### config.mk
export PLATFORM = sky130hd
export DESIGN_NAME = cda_top
export DESIGN_NICKNAME = d
export VERILOG_FILES = /design/src/core/cda_pkg.sv /design/src/core/cda_counter.sv /design/src/core/cda_top.sv
export SDC_FILE = /design/constraint.sdc
export NUM_CORES = 1
export LEC_CHECK = 0
export BUFFER_PORTS_ARGS = -buffer_cell sky130_fd_sc_hd__buf_2
export CAP_MARGIN = 20
export CORE_MARGIN = 2
export CORE_UTILIZATION = 55
export CTS_CLUSTER_DIAMETER = 150
export DETAILED_ROUTE_END_ITERATION = 7
export PLACE_DENSITY = 0.87
export SLEW_MARGIN = 10
export SYNTH_ARGS = -nofsm -noshare
export SYNTH_HDL_FRONTEND = slang
export SYNTH_SLANG_ARGS = --single-unit
export TNS_END_PERCENT = 30
### constraint.sdc
create_clock -name clk -period 3.8 [get_ports clk]
set_input_delay 0.76 -clock clk [delete_from_list [all_inputs] [get_ports clk]]
set_output_delay 0.76 -clock clk [all_outputs]
set_load 0.005 [all_outputs]
### src/core/cda_pkg.sv
package cda_pkg;
	// character limits
	localparam logic [6:0] X_LAST     = 7'h4f; // 79
	localparam logic [4:0] Y_LAST_24  = 5'h17; // 23
	localparam logic [4:0] Y_LAST_12  = 5'h0b; // 11
	localparam logic [6:0] CHAR_CTRL  = 7'h20; // below: control chars
	localparam logic [6:0] CHAR_LOWER = 7'h60; // from here: lower case
	localparam logic [1:0] POST_DISP  = 2'h2;  // steps after display
	// apb map
	localparam logic [7:0] ADDR_CTRL  = 8'h00;
	localparam logic [7:0] ADDR_CUR   = 8'h04;
	localparam logic [7:0] ADDR_DISP  = 8'h08;
	localparam int         CTRL_LINES12 = 0;
	localparam int         F_X_LO   = 0;
	localparam int         F_Y_LO   = 8;
	localparam int         F_EOL    = 16;
	localparam int         F_LAST   = 17;
	localparam int         F_TOP    = 18;
	localparam int         F_LEFT   = 19;
	localparam logic       LINES12_RST = 1'b0;

	// pins from the minibus and timing source
	typedef struct packed {
		logic       vsync;
		logic       display;
		logic       dma;
		logic       step;
		logic       store;
		logic       strobe;
		logic       xfer;
		logic       readPh;
		logic       up;
		logic       down;
		logic       left;
		logic       right;
		logic       xClear;
		logic       yClear;
		logic       xSel;
		logic       ySel;
		logic [6:0] data;
		logic [6:0] ramRd;
	} cda_pins_t;

	typedef struct packed {
		cda_pins_t   meta;
		cda_pins_t   sync;
		cda_pins_t   prev;
		logic        lines12;
		logic [1:0]  postDisp;
		logic        pready;
		logic        pslverr;
		logic [31:0] prdata;
		logic [6:0]  busOut;
		logic        busOe;
		logic        ramWe;
		logic [6:0]  ramWrData;
		logic [6:0]  addrX;
		logic [4:0]  addrY;
	} cda_top_state_t;
endpackage

### src/core/cda_counter.sv
`timescale 1ns/100ps
`default_nettype none
// saturating up/down counter with limit indicators
module cda_counter #(
	parameter int W = 7
) (
	input  wire logic         clk,
	input  wire logic         rst_n,
	input  wire logic         clr,
	input  wire logic         load,
	input  wire logic [W-1:0] loadVal,
	input  wire logic         inc,
	input  wire logic         dec,
	input  wire logic [W-1:0] maxVal,
	output logic [W-1:0]      count,
	output logic              atMax,
	output logic              atMin
);
	typedef struct packed {
		logic [W-1:0] cnt;
		logic         atMax;
		logic         atMin;
	} cda_cnt_state_t;

	cda_cnt_state_t state_q;
	cda_cnt_state_t state_d;

	// clear beats load beats stepping; never wraps
	always_comb begin
		state_d = state_q;
		if (clr) begin
			state_d.cnt = '0;
		end else if (load) begin
			state_d.cnt = loadVal;
		end else if (inc && !dec && state_q.cnt < maxVal) begin
			state_d.cnt = state_q.cnt + 1'b1;
		end else if (dec && !inc && state_q.cnt != '0) begin
			state_d.cnt = state_q.cnt - 1'b1;
		end
		state_d.atMax = state_d.cnt >= maxVal;
		state_d.atMin = state_d.cnt == '0;
	end

	always_ff @(posedge clk or negedge rst_n) begin
		if (!rst_n) begin
			state_q <= '{cnt: '0, atMax: 1'b0, atMin: 1'b1};
		end else begin
			state_q <= state_d;
		end
	end

	assign count = state_q.cnt;
	assign atMax = state_q.atMax;
	assign atMin = state_q.atMin;
endmodule
`default_nettype wire

### src/core/cda_top.sv
// Functional notes
// - loaded X cursor takes the seven data bits, Y cursor the low five
// - X select plus store and strobe loads X
// - X load refused for control characters
// - Y select plus store and strobe loads Y
// - Y load refused for control or lower case
// - X select at read drives X cursor out
// - Y select at read drives Y cursor out
// - Y display cleared locally from vsync and step
// - x_clear clears the X display register
// - counters saturate, never wrap by themselves
// - X display line end blocks further right steps
// - X left edge blocks decrements, increment releases
// - Y display stops at top and last line
// - Y cursor like Y display, both with a top flag
// - no select: read RAM, store writes RAM
// - select: store presets, read returns coordinate
// - cursor counts frozen during DMA
// - DMA commands act on display at step
// - DMA steps, up+down and left+right preset limits
// - DMA transfer of cursor count with select
// - RAM address: display regs or cursor regs
`timescale 1ns/100ps
`default_nettype none
module cda_top (
	input  wire logic        clk,
	input  wire logic        rst_n,
	// apb slave
	input  wire logic        psel,
	input  wire logic        penable,
	input  wire logic        pwrite,
	input  wire logic [7:0]  paddr,
	input  wire logic [31:0] pwdata,
	output logic             pready,
	output logic [31:0]      prdata,
	output logic             pslverr,
	// timing source and sequencer pins
	input  wire cda_pkg::cda_pins_t pinsIn,
	// minibus data lines, two-way
	output logic [6:0]       busOut,
	output logic             busOe,
	// ram side
	output logic [6:0]       ramAddrX,
	output logic [4:0]       ramAddrY,
	output logic             ramWe,
	output logic [6:0]       ramWrData,
	// register indicators
	output logic             xDispAtLineEnd,
	output logic             xCurAtLineEnd,
	output logic             yDispAtLastLine,
	output logic             yCurAtLastLine,
	output logic             yCurAtTop,
	output logic             xAtLeftEdge,
	output logic             xDispAtLeftEdge,
	output logic             yDispAtTop
);
	cda_pkg::cda_top_state_t state_q;
	cda_pkg::cda_top_state_t state_d;

	logic [6:0] xCur;
	logic [4:0] yCur;
	logic [6:0] xDisp;
	logic [4:0] yDisp;
	logic [4:0] yLast;
	logic       stepPulse;
	logic       storePulse;
	logic       ioTime;
	logic       xCharOk;
	logic       yCharOk;
	logic       xCurLoad;
	logic       yCurLoad;
	logic       curStep;
	logic       xDispClr;
	logic       yDispClr;
	logic       xDispLoad;
	logic       yDispLoad;
	logic [6:0] xDispVal;
	logic [4:0] yDispVal;
	logic       dispStep;
	cda_pkg::cda_pins_t s;

	assign s = state_q.sync;

	// strobes and qualifiers from synchronised pins
	always_comb begin
		stepPulse  = s.step && !state_q.prev.step;
		storePulse = (s.store && s.strobe)
			&& !(state_q.prev.store && state_q.prev.strobe);
		ioTime     = !s.display && !s.dma;
		yLast      = state_q.lines12 ? cda_pkg::Y_LAST_12 : cda_pkg::Y_LAST_24;
	end

	// cursor loading from the minibus
	always_comb begin
		xCharOk  = s.data >= cda_pkg::CHAR_CTRL;
		yCharOk  = s.data >= cda_pkg::CHAR_CTRL
			&& s.data < cda_pkg::CHAR_LOWER;
		xCurLoad = storePulse && s.xSel && !s.dma && xCharOk;
		yCurLoad = storePulse && s.ySel && !s.xSel && !s.dma && yCharOk;
		curStep  = stepPulse && ioTime;
	end

	// display register commands
	always_comb begin
		dispStep  = stepPulse && (s.dma || s.display);
		xDispClr  = stepPulse && s.xClear;
		yDispClr  = stepPulse && (s.yClear
			|| (s.vsync && !s.display));
		xDispLoad = dispStep && s.dma && s.left && s.right;
		xDispVal  = s.xSel ? xCur : cda_pkg::X_LAST;
		yDispLoad = dispStep && s.dma && s.up && s.down
			&& !s.xSel;
		yDispVal  = s.ySel ? yCur : yLast;
	end

	// x cursor register
	cda_counter #(.W(7)) xCurCnt (
		.clk     (clk),
		.rst_n   (rst_n),
		.clr     (curStep && s.xClear),
		.load    (xCurLoad),
		.loadVal (s.data),
		.inc     (curStep && s.right),
		.dec     (curStep && s.left),
		.maxVal  (cda_pkg::X_LAST),
		.count   (xCur),
		.atMax   (xCurAtLineEnd),
		.atMin   (xAtLeftEdge)
	);

	// y cursor register
	cda_counter #(.W(5)) yCurCnt (
		.clk     (clk),
		.rst_n   (rst_n),
		.clr     (curStep && s.yClear),
		.load    (yCurLoad),
		.loadVal (s.data[4:0]),
		.inc     (curStep && s.down),
		.dec     (curStep && s.up),
		.maxVal  (yLast),
		.count   (yCur),
		.atMax   (yCurAtLastLine),
		.atMin   (yCurAtTop)
	);

	// x display register
	cda_counter #(.W(7)) xDispCnt (
		.clk     (clk),
		.rst_n   (rst_n),
		.clr     (xDispClr),
		.load    (xDispLoad),
		.loadVal (xDispVal),
		.inc     (dispStep && s.right),
		.dec     (dispStep && s.left),
		.maxVal  (cda_pkg::X_LAST),
		.count   (xDisp),
		.atMax   (xDispAtLineEnd),
		.atMin   (xDispAtLeftEdge)
	);

	// y display register
	cda_counter #(.W(5)) yDispCnt (
		.clk     (clk),
		.rst_n   (rst_n),
		.clr     (yDispClr),
		.load    (yDispLoad),
		.loadVal (yDispVal),
		.inc     (dispStep && s.down),
		.dec     (dispStep && s.up),
		.maxVal  (yLast),
		.count   (yDisp),
		.atMax   (yDispAtLastLine),
		.atMin   (yDispAtTop)
	);

	// next state: sync, apb, minibus, ram
	always_comb begin
		state_d      = state_q;
		state_d.meta = pinsIn;
		state_d.sync = state_q.meta;
		state_d.prev = state_q.sync;

		// display-address hold for two steps after display ends
		if (s.display) begin
			state_d.postDisp = cda_pkg::POST_DISP;
		end else if (stepPulse && state_q.postDisp != 2'h0) begin
			state_d.postDisp = state_q.postDisp - 2'h1;
		end

		// ram address source
		if (s.display || s.dma || state_q.postDisp != 2'h0) begin
			state_d.addrX = xDisp;
			state_d.addrY = yDisp;
		end else begin
			state_d.addrX = xCur;
			state_d.addrY = yCur;
		end

		// minibus read answer
		state_d.busOe = s.readPh;
		if (s.xSel && !s.dma) begin
			state_d.busOut = xCur;
		end else if (s.ySel && !s.dma) begin
			state_d.busOut = {2'h0, yCur};
		end else begin
			state_d.busOut = s.ramRd;
		end

		// ram write on transfer strobe at strobe with store
		state_d.ramWe     = s.xfer && s.strobe && (s.store || s.dma)
			&& !s.xSel && !s.ySel;
		state_d.ramWrData = s.data;

		// apb: answer one cycle after setup
		state_d.pready  = psel && !penable;
		state_d.pslverr = 1'b0;
		state_d.prdata  = 32'h0;
		if (psel && !penable) begin
			case (paddr)
				cda_pkg::ADDR_CTRL: begin
					state_d.prdata[cda_pkg::CTRL_LINES12] = state_q.lines12;
				end
				cda_pkg::ADDR_CUR: begin
					state_d.prdata[cda_pkg::F_X_LO +: 7] = xCur;
					state_d.prdata[cda_pkg::F_Y_LO +: 5] = yCur;
					state_d.prdata[cda_pkg::F_EOL]       = xCurAtLineEnd;
					state_d.prdata[cda_pkg::F_LAST]      = yCurAtLastLine;
					state_d.prdata[cda_pkg::F_TOP]       = yCurAtTop;
					state_d.prdata[cda_pkg::F_LEFT]      = xAtLeftEdge;
				end
				cda_pkg::ADDR_DISP: begin
					state_d.prdata[cda_pkg::F_X_LO +: 7] = xDisp;
					state_d.prdata[cda_pkg::F_Y_LO +: 5] = yDisp;
					state_d.prdata[cda_pkg::F_EOL]       = xDispAtLineEnd;
					state_d.prdata[cda_pkg::F_LAST]      = yDispAtLastLine;
					state_d.prdata[cda_pkg::F_TOP]       = yDispAtTop;
					state_d.prdata[cda_pkg::F_LEFT]      = xDispAtLeftEdge;
				end
				default: begin
					state_d.pslverr = 1'b1;
				end
			endcase
		end
		if (psel && penable && state_q.pready && pwrite
			&& paddr == cda_pkg::ADDR_CTRL) begin
			state_d.lines12 = pwdata[cda_pkg::CTRL_LINES12];
		end
	end

	// state register
	always_ff @(posedge clk or negedge rst_n) begin
		if (!rst_n) begin
			state_q         <= '0;
			state_q.lines12 <= cda_pkg::LINES12_RST;
		end else begin
			state_q <= state_d;
		end
	end

	assign pready    = state_q.pready;
	assign prdata    = state_q.prdata;
	assign pslverr   = state_q.pslverr;
	assign busOut    = state_q.busOut;
	assign busOe     = state_q.busOe;
	assign ramAddrX  = state_q.addrX;
	assign ramAddrY  = state_q.addrY;
	assign ramWe     = state_q.ramWe;
	assign ramWrData = state_q.ramWrData;
endmodule
`default_nettype wire

==> results of run 1 <==
-- cells in the mapped netlist, types with 4 or more instances --
library cell,count,area share
a21o_1,4,0.0045
a21oi_1,19,0.014
a22oi_1,19,0.021
a41oi_1,6,0.0079
and2_1,9,0.0084
and3_1,5,0.0047
and4_1,4,0.0052
and4b_1,4,0.0060
buf_4,58,0.065
clkbuf_1,27,0.015
dfrtp_1,140,0.52
dfstp_2,4,0.016
ha_1,22,0.041
inv_1,21,0.012
mux2_2,8,0.013
mux2i_1,10,0.015
nand2_1,32,0.018
nand2b_1,7,0.0065
nand3_1,16,0.012
nand4_1,8,0.0075
nor2_1,44,0.025
nor2b_1,9,0.0084
nor3_1,14,0.010
nor3b_1,5,0.0056
nor4_1,11,0.010
nor4b_1,4,0.0052
o21a_1,4,0.0045
o21ai_0,28,0.021
or4_1,4,0.0045
xnor2_1,8,0.010
-- how the worst max path moves through the flow --
stage                                     from                 endpoint  slack, ns
global route        yCurCnt.count[0]$_DFF_PN0_  yCurCnt.atMax$_DFF_PN0_       0.32
detailed placement       state_q[91]$_DFF_PN0_  yCurCnt.atMax$_DFF_PN0_       0.54
CTS                      state_q[91]$_DFF_PN0_  yCurCnt.atMax$_DFF_PN0_       0.52
finish                   state_q[91]$_DFF_PN0_  yCurCnt.atMax$_DFF_PN0_       0.51
global placement         state_q[91]$_DFF_PN0_  yCurCnt.atMax$_DFF_PN0_       0.65
floorplan                      s[27]$_DFF_PN0_  yCurCnt.atMax$_DFF_PN0_       0.78
-- layout make-up --
type                            instances  share of cell area
Timing Repair Buffer                  107              0.0772
Clock buffer                           23              0.0629
Multi-Input combinational cell        377               0.330
Clock inverter                          9              0.0204
Sequential cell                       144               0.475
Tap cell                              147              0.0242
Inverter                               21              0.0104
-- flip-flops by register name, indices dropped and copies added, names as in the netlist, 5 cells and up --
| register | count |
|---|---|
| ramWrData | 7 |
| ramAddrX | 7 |
| xDispCnt.count | 7 |
| state_q | 6 |
| yDispCnt.count | 5 |
| yCurCnt.count | 5 |
| busOut | 7 |
| xCurCnt.count | 7 |
| prdata | 16 |
| state_d | 30 |
| s | 30 |
| ramAddrY | 5 |
-- cells by family after synthesis --
family                   after synthesis
AND/OR/NAND/NOR                      194
other                                  1
XOR/XNOR                              10
AO/OA/AOI/OAI                        117
buffers and inverters                110
multiplexers                          18
flip-flops                           144
adder cells (fa/ha/maj)               22
-- worst max-delay path, cell delays in order, from the launching register on --
cell and delay [ns]:
dfrtp_1 0.40, or4b_1 0.70, or3_4 0.41, nor2_1 0.22
a41oi_1 0.17, xnor2_1 0.24, a21oi_1 0.09, nor2_1 0.19
ha_1 0.27, nand3_1 0.09, nor3_1 0.05, a221o_1 0.34
-- routing by layer --
metal,part of all wire,GRT usage,vias to the layer above
met4,0.026,0.107,0
met2,0.47,0.365,231
li1,-,-,2226
met1,0.44,0.309,2296
met3,0.070,0.0482,36
met5,0,0,-
-- stage by stage --
step                setup slack (ns)  power [W]
detailed placement             0.539    0.00286
CTS                            0.523    0.00462
global route                   0.319    0.00484
floorplan                      0.784    0.00259
finish                         0.511    0.00460
global placement               0.649    0.00281
-- report_power, final --
| part | switching, W | internal (W) |
|---|---|---|
| Sequential | 0.000287 | 0.00173 |
| Clock | 0.000595 | 0.00115 |
| Combinational | 0.000453 | 0.000391 |
| Total | 0.00133 | 0.00327 |
==> flow_summary_export.csv, run 1 <==
group,metric,value,unit
outcome,status,"finished clean",
worst_setup_path,worstRegToRegCells,11,
place,place_congestion,0.944,
clock_network,htreeDepth,4,
global_route,grt_max_degree,128,
clock_network,cts_hold_buf,0,
worst_setup_path,crit_path_start_kind,"flop",
worst_setup_path,critPathArrivalTime,3.59,ns
power_and_ir_drop,vdd_ir_drop_max,0.492,mV
power_and_ir_drop,p_leak,3.63,nW
worst_setup_path,critPathMaxFanout,6,
sta,rsz0062_at_grt,"no",
global_route,antenna_found_initial,0,
global_route,grt_pass1_vias,4691,
global_route,grt-ovfl-total,0,
global_route,grt_usage,0.231,
detailed_routing,drt_iter0_markers,382,
layout,fin_cells,828,
synth,synthArstFlopShare,1.00,
hold_path,hp-class,"input port to async pin",
layout,final_cell_mix,"dfrtp_1, buf_2, nor2_1, nand2_1, o21ai_0",
clock_network,cts.root.buffer_cell,"clkbuf_16",
synth,post_synth.cell_area_avg,10.9,µm²
synth,synthAdderAreaFrac,0.0412,
sta,finalCriticalPeriod,3.29,ns
detailed_routing,dr.pass1.iters,6,
synth,synth_cell_type_count,70,
synth,synth_xor_area_frac,0.0131,
die,start_util,0.559,
sta,hold_viol_final,0,
sta,worstMarginPinSlew,0.972,ns
sta,max_slew_margin,0.349,
die,dieWidth,114,µm
layout,post-route-util,0.635,
global_route,grt_pass1_wl,23100,µm
place,io_buffers,97,
worst_setup_path,r2r-end,"yCurCnt.atMax$_DFF_PN0_",
detailed_routing,drc,0,
clock_network,tritoncts,"built",
detailed_routing,postRouteAntennaNets,0,
clock_network,clockBufferDepth,2,
synth,yosysWarnings,0,
flow_run,cap_violations,0,
layout,areaGrowthSynthToFinish,13.6,%
die,dieArea,13100,µm²
sta,fmax,304,MHz
layout,diodes,0,
power_and_ir_drop,p_per_area,606,nW/µm²
place,hpwl,9860,µm
die,die_height,114,µm
sta,slew_viol_final,0,
layout,layout_commonest_cell,"dfrtp_1",
sta,fin_crit_sh,0.866,
worst_setup_path,r2r_start,"state_q[91]$_DFF_PN0_",
detailed_routing,routed_wl,14100,µm
synth,synth_compound_area_frac,0.119,
layout,layout-drive-gt1-share,0.235,
synth,muxShareOfSynthArea,0.0284,
clock_network,cts_resized,0,
die,io_pins,145,
sta,tns,0,ns
place,dpl_cell_area,6940,µm²
synth,synth_cells,616,
detailed_routing,vias,4789,
place,placedCellCount,795,
layout,design_area,7600,µm²
clock_network,cts.sinks,144,
sta,final.setup_skew,0.00643,ns
detailed_routing,wl_per_cell,17.1,µm
synth,synth-edff-count,0,
layout,regArea,3610,µm²
worst_setup_path,worstSetupPathType,"flop to flop",
worst_setup_path,required,4.10,ns
die,num_rows,40,
layout,n_fill_cell,921,
synth,yosys.area_share.simple,0.162,
layout,fin_nets,765,
clock_network,worstSkewPairLatency,0.41,ns
clock_network,post_cts_buffers,0,
worst_setup_path,end_kind,"flop",
clock_network,cts_made_buffers,17,
synth,ys_seq_area_frac,0.540,
layout,multiInputGateArea,2510,µm²
detailed_routing,vias_per_cell,5.78,
synth,synth_top_family_by_area,"simple AND/OR/NAND/NOR gates",
worst_setup_path,reg2reg_slack,0.51,ns
synth,ys_ff_latch,144,
synth,ys.flop_type,"dfrtp_1",
die,core-area,12000,µm²
sta,holdWs,0.216,ns
sta,finalSetupViolations,0,
synth,netlist_area,6690,µm²
clock_network,cts.reportedPaths.clkPinSlew,0.06,ns
Note: power is estimated with default switching activity, not from simulation.
==> run 2: changes to the inputs <==
Settings changed: GPL_TIMING_DRIVEN from default to 0.
==> flow_summary_export.csv, run 2 (synthesis results as in run 1) <==
group,metric,value,unit
worst_setup_path,required,4.05,ns
layout,fin_nets,845,
clock_network,cts.sinks,144,
die,die_height,114,µm
clock_network,tritoncts,"built",
sta,rsz0062_at_grt,"no",
worst_setup_path,slowest_delay,0.64,ns
place,placedCellCount,876,
global_route,grt_pass1_vias,5096,
layout,layout_commonest_cell,"dfrtp_1",
power_and_ir_drop,p_leak,3.89,nW
worst_setup_path,reg2reg_slack,0.28,ns
worst_setup_path,worstPathCellList,"clkbuf_1, inv_1, ha_1, or3b_2, o211a_1, a41oi_1, xnor2_1, mux2i_1, a21oi_1, nor4_1",
detailed_routing,postRouteAntennaNets,0,
clock_network,cts_hold_buf,0,
sta,fmax,284,MHz
sta,fin_crit_sh,0.926,
layout,diodes,0,
sta,hold_viol_final,0,
power_and_ir_drop,p_int,0.00315,W
detailed_routing,vias_per_cell,5.68,
detailed_routing,vias,5156,
outcome,status,"finished clean",
worst_setup_path,cp_slowest_cell,"nor4_1",
sta,finalSetupViolations,0,
sta,max_slew_margin,0.405,
layout,layout-drive-gt1-share,0.278,
worst_setup_path,r2r_start,"xCurCnt.count[0]$_DFF_PN0_",
flow_run,cap_violations,0,
detailed_routing,dr.pass1.iters,5,
power_and_ir_drop,switching_share,0.309,
place,place_congestion,0.869,
sta,slew_viol_final,0,
worst_setup_path,crit_path_start_kind,"flop",
sta,worst_slack,0.282,ns
die,dieArea,13100,µm²
layout,post-route-util,0.669,
die,io_pins,145,
layout,fin_cells,907,
place,hpwl,11100,µm
clock_network,worstSkewPairLatency,0.42,ns
global_route,grt_util_met2,0.425,
sta,tns,0,ns
clock_network,clockBufferDepth,2,
die,dieWidth,114,µm
global_route,grt.busiest_layer,"met2",
worst_setup_path,cp.buffers_inverters,2,
worst_setup_path,crit_start,"xCurCnt.count[0]$_DFF_PN0_",
power_and_ir_drop,seqPwrFrac,0.415,
worst_setup_path,r2r-end,"xCurCnt.atMin$_DFF_PN1_",
place,pre_cts_ws,0.261,ns
power_and_ir_drop,p_clk_frac,0.344,
layout,final_cell_mix,"dfrtp_1, buf_2, buf_4, nor2_1, nand2_1",
global_route,met1_usage,0.319,
worst_setup_path,worstSetupPathType,"flop to flop",
clock_network,cts_resized,0,
sta,worstMarginPinSlew,0.891,ns
worst_setup_path,critPathArrivalTime,3.77,ns
global_route,grt_max_degree,82,
worst_setup_path,end_kind,"flop",
power_and_ir_drop,power_frac_comb,0.241,
global_route,use_met3,0.0476,
clock_network,htreeDepth,4,
sta,finalCriticalPeriod,3.52,ns
worst_setup_path,crit_family,"simple AND/OR/NAND/NOR gates",
die,num_rows,40,
detailed_routing,drc,0,
global_route,antenna_found_initial,0,
power_and_ir_drop,p_sw,0.00141,W
clock_network,cts.reportedPaths.clkPinSlew,0.06,ns
clock_network,cts_made_buffers,17,
global_route,grt-ovfl-total,0,
worst_setup_path,worstRegToRegCells,10,
power_and_ir_drop,vdd_ir_drop_max,0.348,mV
layout,n_fill_cell,908,
global_route,grt_usage,0.252,
die,start_util,0.559,
worst_setup_path,critPathMaxFanout,8,
clock_network,cts.root.buffer_cell,"clkbuf_16",
power_and_ir_drop,p_per_area,569,nW/µm²
place,io_buffers,97,
detailed_routing,routed_wl,15700,µm
hold_path,hp-class,"input port to async pin",
layout,areaGrowthSynthToFinish,19.7,%
sta,final.setup_skew,0.0111,ns
global_route,grt_pass1_wl,25100,µm
detailed_routing,wl_per_cell,17.3,µm
sta,holdWs,0.303,ns
detailed_routing,drt_iter0_markers,504,
die,core-area,12000,µm²
clock_network,post_cts_buffers,0,
## run 2: cell types whose count changed in the layout (fill, tap and decap cells not counted), sizes merged
| cell | before | now |
|---|---|---|
| clkinvlp | 1 | 4 |
| bufinv | 4 | 1 |
| buf | 107 | 160 |
| inv | 21 | 22 |
| clkinv | 4 | 3 |
| clkbuf | 23 | 49 |
## run 2: worst max path at each step
| stage | to | slack, ns | cells after the start |
|---|---|---|---|
| after detailed placement | yDispCnt.atMax$_DFF_PN0_ | 0.26 | 11 |
| after floorplan | yCurCnt.atMax$_DFF_PN0_ | 0.78 | 13 |
| final | xCurCnt.atMin$_DFF_PN1_ | 0.28 | 10 |
| after global routing | yCurCnt.atMax$_DFF_PN0_ | 0.17 | 14 |
| after global placement | ramAddrX[0]$_DFF_PN0_ | 0.21 | 1 |
| after CTS | yDispCnt.atMax$_DFF_PN0_ | 0.24 | 11 |
## run 2: through the flow
step / instance area (µm²) / power, W
2_1_floorplan: 6740 / 0.00259
3_3_place_gp: 7410 / 0.00293
3_5_place_dp: 7450 / 0.00298
4_1_cts: 8010 / 0.00457
5_1_grt: 8010 / 0.00478
6_report: 8010 / 0.00456
## run 2: area by class of cell
| cell class | instances | area, µm² | share of cell area |
|---|---|---|---|
| Sequential cell | 144 | 3610 | 0.451 |
| Multi-Input combinational cell | 377 | 2490 | 0.312 |
| Buffer | 89 | 562 | 0.0702 |
| Timing Repair Buffer | 98 | 519 | 0.0649 |
| Clock buffer | 22 | 474 | 0.0592 |
| Tap cell | 147 | 184 | 0.0230 |
| Clock inverter | 9 | 83.8 | 0.0105 |
| Inverter | 21 | 78.8 | 0.00985 |
## run 2: power groups by stage
stage | Combinational [W] | Sequential, W | Clock (W)
after floorplan | 0.000736 | 0.00186 | 0
after global placement | 0.00103 | 0.00190 | 0
after detailed placement | 0.00107 | 0.00191 | 0
after CTS | 0.00108 | 0.00189 | 0.00160
after global routing | 0.00121 | 0.00191 | 0.00167
final | 0.00110 | 0.00189 | 0.00157
## run 2: metal layers
| layer | part of all wire | wire, µm |
|---|---|---|
| met3 | 0.070 | 1100 |
| met4 | 0.026 | 412 |
| met5 | 0 | 0 |
| met1 | 0.42 | 6540 |
| met2 | 0.49 | 7680 |
## run 2: worst register-to-register path: stages, from the launching register on
cell      delay (ns)
dfrtp_1         0.38
clkbuf_1        0.29
inv_1           0.21
ha_1            0.19
or3b_2          0.49
o211a_1         0.32
a41oi_1         0.37
xnor2_1         0.12
mux2i_1         0.20
a21oi_1         0.13
nor4_1          0.64
